`config.mk`:
```
export PLATFORM = sky130hd
export DESIGN_NAME = lnbc_regs
export DESIGN_NICKNAME = d
export VERILOG_FILES = /design/src/hdl/lnbc_sync.v /design/src/hdl/lnbc_regs.v
export VERILOG_INCLUDE_DIRS = /design/src /design/src/hdl
export SDC_FILE = /design/constraint.sdc
export NUM_CORES = 1
export LEC_CHECK = 0
export ABC_AREA = 1
export BUFFER_PORTS_ARGS = -buffer_cell sky130_fd_sc_hd__buf_2
export CORE_MARGIN = 5
export CORE_UTILIZATION = 30
export CTS_CLUSTER_SIZE = 28
export DETAILED_ROUTE_END_ITERATION = 7
export GPL_TIMING_DRIVEN = 0
export PLACE_DENSITY = 0.55
export SLEW_MARGIN = 20
export SYNTH_ARGS = -nofsm -noshare
export SYNTH_HDL_FRONTEND = slang
export SYNTH_SLANG_ARGS = --single-unit
```
`constraint.sdc`:
```
create_clock -name mclk_i -period 1.6 [get_ports mclk_i]
set_clock_uncertainty 0.1 [all_clocks]
set_input_delay 0.24 -clock mclk_i [delete_from_list [all_inputs] [get_ports mclk_i]]
set_output_delay 0.24 -clock mclk_i [all_outputs]
set_load 0.01 [all_outputs]
```
`src/hdl/lnbc_defs.vh`:
```
// Purpose: constants for the antenna-supply two-wire control registers
// Assumes: included by bare name
// Notes: definitions only
`ifndef LNBC_DEFS_VH
`define LNBC_DEFS_VH
`define LNBC_ADDR_BASE 7'h08
`define LNBC_REG_RESET 8'h00
`define LNBC_SEL_BIT 7
`define LNBC_P_LIMIT_BIT 6
`define LNBC_P_ISEL_BIT 5
`define LNBC_P_TONE_BIT 4
`define LNBC_P_COMP_BIT 3
`define LNBC_P_VSEL_BIT 2
`define LNBC_P_ON_BIT 1
`define LNBC_P_OLF_BIT 0
`define LNBC_S_ON_BIT 2
`define LNBC_S_OTF_BIT 1
`define LNBC_VOUT_13 2'h0
`define LNBC_VOUT_18 2'h1
`define LNBC_VOUT_14 2'h2
`define LNBC_VOUT_19 2'h3
`endif

```
`src/hdl/lnbc_sync.v`:
```
// Purpose: two-flop synchroniser for a bundle of levels
// Assumes: async active-low reset
// Notes: first stage read only by second
`timescale 1ns/100ps
module lnbc_sync #(
  parameter W = 1
) (
  input wire mclk_i,
  input wire resetn_i,
  input wire [W-1:0] d_i,
  output reg [W-1:0] q_o
);
  reg [W-1:0] meta_q;
  always @(posedge mclk_i or negedge resetn_i) begin
    if (!resetn_i) begin
      meta_q <= {W{1'b0}};
      q_o <= {W{1'b0}};
    end else begin
      meta_q <= d_i;
      q_o <= meta_q;
    end
  end
endmodule // lnbc_sync

```
`src/hdl/lnbc_regs.v`:
```
// Purpose: two-wire slave holding the antenna-supply control/status registers
// Assumes: mclk_i 40 MHz, bus clock well below mclk_i/8
// Notes: sda/scl open drain, sampled through two flops
//
// Overview of operation
// - data bit 7 picks primary or secondary
// - select and compensation pick 13/18/14/19V
// - tone follows gate pin unless forced, only while output on
// - limit mode 1 static, 0 dynamic
// - output off disables boost and linear
// - all register bits zero at reset
// - read shifts register copy, msb first
// - master ack continues, nack ends read
// - status flags read-only, secondary bit 0 reads 0, others read back
// - overtemp flag follows thermal shutdown indication
// - overload flag follows overcurrent protection
// - supply low: ignore bus, registers zero
// - supply high: interface operative
// - address pin picks 0001000 or 0001001
// - no acknowledge while supply low
// - write: address, one or more data bytes (each stored and acked), stop
`timescale 1ns/100ps
`include "lnbc_defs.vh"
module lnbc_regs (
  input wire mclk_i,
  input wire resetn_i,
  input wire scl_i,
  input wire sda_i,
  output reg sda_o,
  output reg sda_oe_o,
  input wire addr_sel_i,
  input wire supply_good_i,
  input wire tone_gate_input_i,
  input wire overload_i,
  input wire overtemp_i,
  output reg boost_on_o,
  output reg linear_on_o,
  output reg [1:0] vout_sel_o,
  output reg limit_mode_static_o,
  output reg current_select_o,
  output reg tone_on_o,
  output reg second_output_on_o,
  output reg [7:0] primary_control_status_o,
  output reg [7:0] secondary_control_status_o
);
  localparam ST_IDLE = 3'h0;
  localparam ST_ADDR = 3'h1;
  localparam ST_AACK = 3'h2;
  localparam ST_WDAT = 3'h3;
  localparam ST_WACK = 3'h4;
  localparam ST_RDAT = 3'h5;
  localparam ST_RACK = 3'h6;

  // bus pins synced inverted so reset matches idle-high bus
  wire scl_n;
  wire sda_n;
  wire good_s;
  wire tone_s;
  wire olf_s;
  wire otf_s;
  wire addr_sel_s;
  lnbc_sync #(.W(7)) u_sync (
    .mclk_i(mclk_i),
    .resetn_i(resetn_i),
    .d_i({~scl_i, ~sda_i, supply_good_i, tone_gate_input_i, overload_i, overtemp_i, addr_sel_i}),
    .q_o({scl_n, sda_n, good_s, tone_s, olf_s, otf_s, addr_sel_s})
  );
  wire scl_s = ~scl_n;
  wire sda_s = ~sda_n;

  reg scl_q;
  reg sda_q;
  reg [2:0] st_q;
  reg [2:0] bit_q;
  reg [7:0] sh_q;
  reg rd_q;
  reg rsel_q;
  reg [6:0] pri_q;
  reg [6:0] sec_q;
  reg full_q;

  wire scl_rise = scl_s & ~scl_q;
  wire scl_fall = ~scl_s & scl_q;
  wire start_c = scl_s & scl_q & sda_q & ~sda_s;
  wire stop_c = scl_s & scl_q & ~sda_q & sda_s;
  wire [6:0] my_addr = `LNBC_ADDR_BASE | {6'h00, addr_sel_s};

  // read-back image of a register
  function [7:0] rd_image;
    input sel;
    input [6:0] pri;
    input [6:0] sec;
    input olf;
    input overtemp_flag;
    begin
      if (sel)
        rd_image = {1'b1, sec[6:3], sec[2], overtemp_flag, 1'b0};
      else
        rd_image = {1'b0, pri[6:1], olf};
    end
  endfunction
  wire [7:0] img_w = rd_image(rsel_q, pri_q, sec_q, olf_s, otf_s);

  always @(posedge mclk_i or negedge resetn_i) begin
    if (!resetn_i) begin
      scl_q <= 1'b1;
      sda_q <= 1'b1;
      st_q <= ST_IDLE;
      bit_q <= 3'h0;
      sh_q <= 8'h00;
      rd_q <= 1'b0;
      rsel_q <= 1'b0;
      pri_q <= 7'h00;
      sec_q <= 7'h00;
      full_q <= 1'b0;
      sda_o <= 1'b0;
      sda_oe_o <= 1'b0;
    end else begin
      scl_q <= scl_s;
      sda_q <= sda_s;
      sda_o <= 1'b0;
      if (!good_s) begin
        st_q <= ST_IDLE;
        pri_q <= 7'h00;
        sec_q <= 7'h00;
        sda_oe_o <= 1'b0;
      end else if (stop_c) begin
        st_q <= ST_IDLE;
        sda_oe_o <= 1'b0;
      end else if (start_c) begin
        st_q <= ST_ADDR;
        bit_q <= 3'h0;
        full_q <= 1'b0;
        sda_oe_o <= 1'b0;
      end else begin
        case (st_q)
          ST_ADDR, ST_WDAT: begin
            if (scl_rise) begin
              sh_q <= {sh_q[6:0], sda_s};
              bit_q <= bit_q + 3'h1;
              if (bit_q == 3'h7)
                full_q <= 1'b1;
            end
            if (scl_fall && full_q) begin
              full_q <= 1'b0;
              if (st_q == ST_ADDR) begin
                if (sh_q[7:1] == my_addr) begin
                  st_q <= ST_AACK;
                  rd_q <= sh_q[0];
                  sda_oe_o <= 1'b1;
                end else begin
                  st_q <= ST_IDLE;
                end
              end else begin
                if (sh_q[`LNBC_SEL_BIT])
                  sec_q <= sh_q[6:0];
                else
                  pri_q <= sh_q[6:0];
                rsel_q <= sh_q[`LNBC_SEL_BIT];
                st_q <= ST_WACK;
                sda_oe_o <= 1'b1;
              end
            end
          end
          ST_AACK, ST_WACK: begin
            if (scl_fall) begin
              if (rd_q && st_q == ST_AACK) begin
                sh_q <= img_w;
                sda_oe_o <= ~img_w[7];
                bit_q <= 3'h0;
                st_q <= ST_RDAT;
              end else begin
                sda_oe_o <= 1'b0;
                bit_q <= 3'h0;
                st_q <= ST_WDAT;
              end
            end
          end
          ST_RDAT: begin
            if (scl_fall) begin
              bit_q <= bit_q + 3'h1;
              if (bit_q == 3'h7) begin
                sda_oe_o <= 1'b0;
                st_q <= ST_RACK;
              end else begin
                sda_oe_o <= ~sh_q[6];
                sh_q <= {sh_q[6:0], 1'b0};
              end
            end
          end
          ST_RACK: begin
            if (scl_rise) begin
              if (sda_s)
                st_q <= ST_IDLE;
              else
                st_q <= ST_AACK;
            end
          end
          default: begin
            st_q <= ST_IDLE;
          end
        endcase
      end
    end
  end

  // output stage controls
  always @(posedge mclk_i or negedge resetn_i) begin
    if (!resetn_i) begin
      boost_on_o <= 1'b0;
      linear_on_o <= 1'b0;
      vout_sel_o <= `LNBC_VOUT_13;
      limit_mode_static_o <= 1'b0;
      current_select_o <= 1'b0;
      tone_on_o <= 1'b0;
      second_output_on_o <= 1'b0;
      primary_control_status_o <= `LNBC_REG_RESET;
      secondary_control_status_o <= `LNBC_REG_RESET;
    end else begin
      boost_on_o <= pri_q[`LNBC_P_ON_BIT] & ~otf_s;
      linear_on_o <= pri_q[`LNBC_P_ON_BIT] & ~otf_s;
      vout_sel_o <= {pri_q[`LNBC_P_COMP_BIT], pri_q[`LNBC_P_VSEL_BIT]};
      limit_mode_static_o <= pri_q[`LNBC_P_LIMIT_BIT];
      current_select_o <= pri_q[`LNBC_P_ISEL_BIT];
      tone_on_o <= pri_q[`LNBC_P_ON_BIT] & (pri_q[`LNBC_P_TONE_BIT] | tone_s);
      second_output_on_o <= sec_q[`LNBC_S_ON_BIT];
      primary_control_status_o <= rd_image(1'b0, pri_q, sec_q, olf_s, otf_s);
      secondary_control_status_o <= rd_image(1'b1, pri_q, sec_q, olf_s, otf_s);
    end
  end
endmodule // lnbc_regs

```
==> results.ini <==
[critical_path]
arrival_ns = 1.78
critical_path_class = register to register
end_kind = register
crit_required_ns = 1.78
cp_num_buf_inv = 1
cp-start-kind = register
critPathMaxStageDelay_ns = 0.57
critical_path_peak_fanout = 5
crit_family = flip-flops
crit_start = scl_q$_DFF_PN1_
r2r-start = scl_q$_DFF_PN1_
cp_slowest_cell = dfstp_2
path_cells = nand2_2 > nor2_4 > o21ai_2 > nor2_2 > nand2_1 > nand2_2 > buf_6 > nor2_2 > a21oi_1

[yosys]
synth_compound_gate_area_share_pct = 10.0
synthMuxAreaShare_pct = 0
synthSimpleGateAreaFrac_pct = 21.6
synth.area.top_cells = dfrtp_1 (57%), nand2_1 (9.1%), nor2_1 (5.0%), o21ai_0 (4.8%), nand3_1 (4.0%)
synthAdderAreaFrac_pct = 0.962
seq_area_frac_synth_pct = 58.8
synthXorXnorAreaFrac_pct = 0
yosysWarningCount = 0
synth-seq-cells = 61
synth_top_cell_area_share_pct = 56.7
ys_types = 27
async_reset_ff_share_pct = 100
syn-instance-count = 287
synth_edf_count = 0
yosysMostFrequentCell = nand2_1
yosysTopAreaCell = dfrtp_1
synth_ff_type = dfrtp_1
yosys-top-cells-count = nand2_1 (63), dfrtp_1 (59), nor2_1 (35), inv_1 (27), o21ai_0 (25)
synth_top_family_by_area = simple AND/OR/NAND/NOR gates
synth.cell_area_sq_mm = 0.00260
postSynthAreaPerCell_sq_um = 9.07

[final_layout]
post_layout_nonfiller_instances = 467
fin_nets = 365
drive_gt1_share_pct = 36.5
antenna_cells = 0
utilization_pct = 40.6
fillCellCount = 867
syn2layout_area_growth_pct = 34.0

[detailed_routing]
vias = 2086
drtIter0Drc = 92
drc = 0
wl_um = 5620
drtPass1Iterations = 4
ant_nets = 0
viasPerCell = 4.47
wl_per_cell_um = 12.0

[placement]
dp_hpwl_um = 3660
dp_slack_ns = -0.231
globalplace.congestion = 0.802
dpl.cell_count = 428
portBuffers = 31

[floorplanning]
die-area_sq_mm = 0.0106
initial_core_util_pct = 30.3
die_w_um = 103
num_rows = 34
core-area_sq_mm = 0.00859
die_h_um = 103
ios = 35

[timing]
slew_violations = 0
worstMarginPinSlew_ns = 0.753
hold_viol_final = 0
fin_crit_sh_pct = 100
slew_headroom_pct = 49.8
fin_crit_ns = 1.60
worst_slack_ns = -0.00378
setup_viol = 3
fmax_mhz = 624
worst_hold_slack_ns = 0.248
rsz0062_at_grt = yes

[clock_network]
cts_tree = yes
clk_pin_slew_worst_paths_ns = 0.07
h-tree-depth = 3
clockBufferDepth = 2
clk-insertion-delay-late_ns = 0.35
cts_buffers = 9
root_buffer = clkbuf_8
cts_sinks = 61

[power]
powerDensity_mw_per_mm2 = 1010
peakVddDrop_uv = 395
total_power_mw = 3.52
p_leak_nw = 1.67

[hold_path]
hp-class = register to register
holdCritStartpoint = u_sync.meta_q[4]$_DFF_PN0_

[grt]
antenna_found_initial = 0
grtUsageTotal_pct = 11.2
gr-total-overflow = 0
grt_first_pass_wirelength_um = 8940
grt_pass1_vias = 1864
grt_max_degree = 62

[outcome]
violations = setup timing
status = finished with violations

[flow_run]
maxCapViolations = 0

## metrics by stage
step	setup TNS, ns	cell area [sq um]
6_report	-0.00651	3490
5_1_grt	-1.46	3490
4_1_cts	-0.156	3340
3_5_place_dp	-3.83	2900
3_3_place_gp	-3.74	2900
2_1_floorplan	0	2610
## worst register-to-register path: cells and delay by family (launching register included)
family                 cells  cell delay, ns
flip-flops                 1            0.57
AND/OR/NAND/NOR            6            0.55
AO/OA/AOI/OAI              2            0.18
buffers and inverters      1            0.15
## flip-flops by register name, summed over array words and instances (netlist names)
signal                      count
bit_q                           3
full_q                          1
limit_mode_static_o             1
linear_on_o                     1
pri_q                           6
primary_control_status_o        5
rd_q                            1
rsel_q                          1
scl_q                           1
sda_oe_o                        1
sda_q                           1
sec_q                           5
secondary_control_status_o      7
sh_q                            8
st_q                            3
tone_on_o                       1
u_sync.meta_q                   7
u_sync.q_o                      7
vout_sel_o                      1
## power breakdown
group | switching [mW] | internal (mW)
Combinational | 0.206 | 0.184
Clock | 0.615 | 0.803
Sequential | 0.0644 | 1.65
## cell type report
cell class | instances | area, sq um | share of cell area [%]
Buffer | 15 | 114 | 3.26
Multi-Input combinational cell | 183 | 1020 | 29.2
Timing Repair Buffer | 54 | 362 | 10.4
Clock buffer | 11 | 151 | 4.34
Inverter | 30 | 118 | 3.37
Tap cell | 108 | 135 | 3.87
Clock inverter | 5 | 58.8 | 1.69
Sequential cell | 61 | 1530 | 43.9
## path summary, 6_finish.rpt
check | endpoint | slack (ns) | cells after the start
min in group asynchronous | vout_sel_o[0]$_DFF_PN0_ | 0.41 | 2
max reg2reg | pri_q[3]$_DFFE_PN0P_ | -0.004 | 9
min reg2reg | u_sync.q_o[4]$_DFF_PN0_ | 0.25 | 0
min | u_sync.q_o[4]$_DFF_PN0_ | 0.25 | 0
max in group asynchronous | st_q[2]$_DFFE_PN0P_ | 0.45 | 2
max | pri_q[3]$_DFFE_PN0P_ | -0.004 | 9
## repair_timing
item                                   CTS  global route
setup endpoints to repair               24            29
resized for setup                       32            42
cloned                                   2             0
pin swaps                                9            13
hold buffers                             8             0
endpoints found under the hold margin   66             0
setup buffers                            9             4
## layer usage
metal,vias to the layer above,track usage (%),part of all wire [%]
li1,1045,-,-
met1,970,14.5,44
met2,56,16.6,47
met3,15,3.45,6.0
met4,0,6.47,2.8
met5,-,0,0
## cell families after synthesis
| group | count (synthesis) |
|---|---|
| adders and majority gates | 2 |
| DFF | 61 |
| other | 2 |
| buffers and inverters | 45 |
| and+or+nand+nor | 130 |
| AOI/OAI and AO/OA | 47 |
## cells in the final DEF (no fill, tap or decap), drive strengths merged, types with 3 or more instances in the layout
cell type	instances
a21oi	11
nand4	3
dfrtp	59
conb	4
clkbuf	14
dlygate4sd3	8
buf	58
inv	30
o211ai	6
nand3	24
nor2	36
nand2	65
o21ai	28
(Power assumes the default switching activity.)
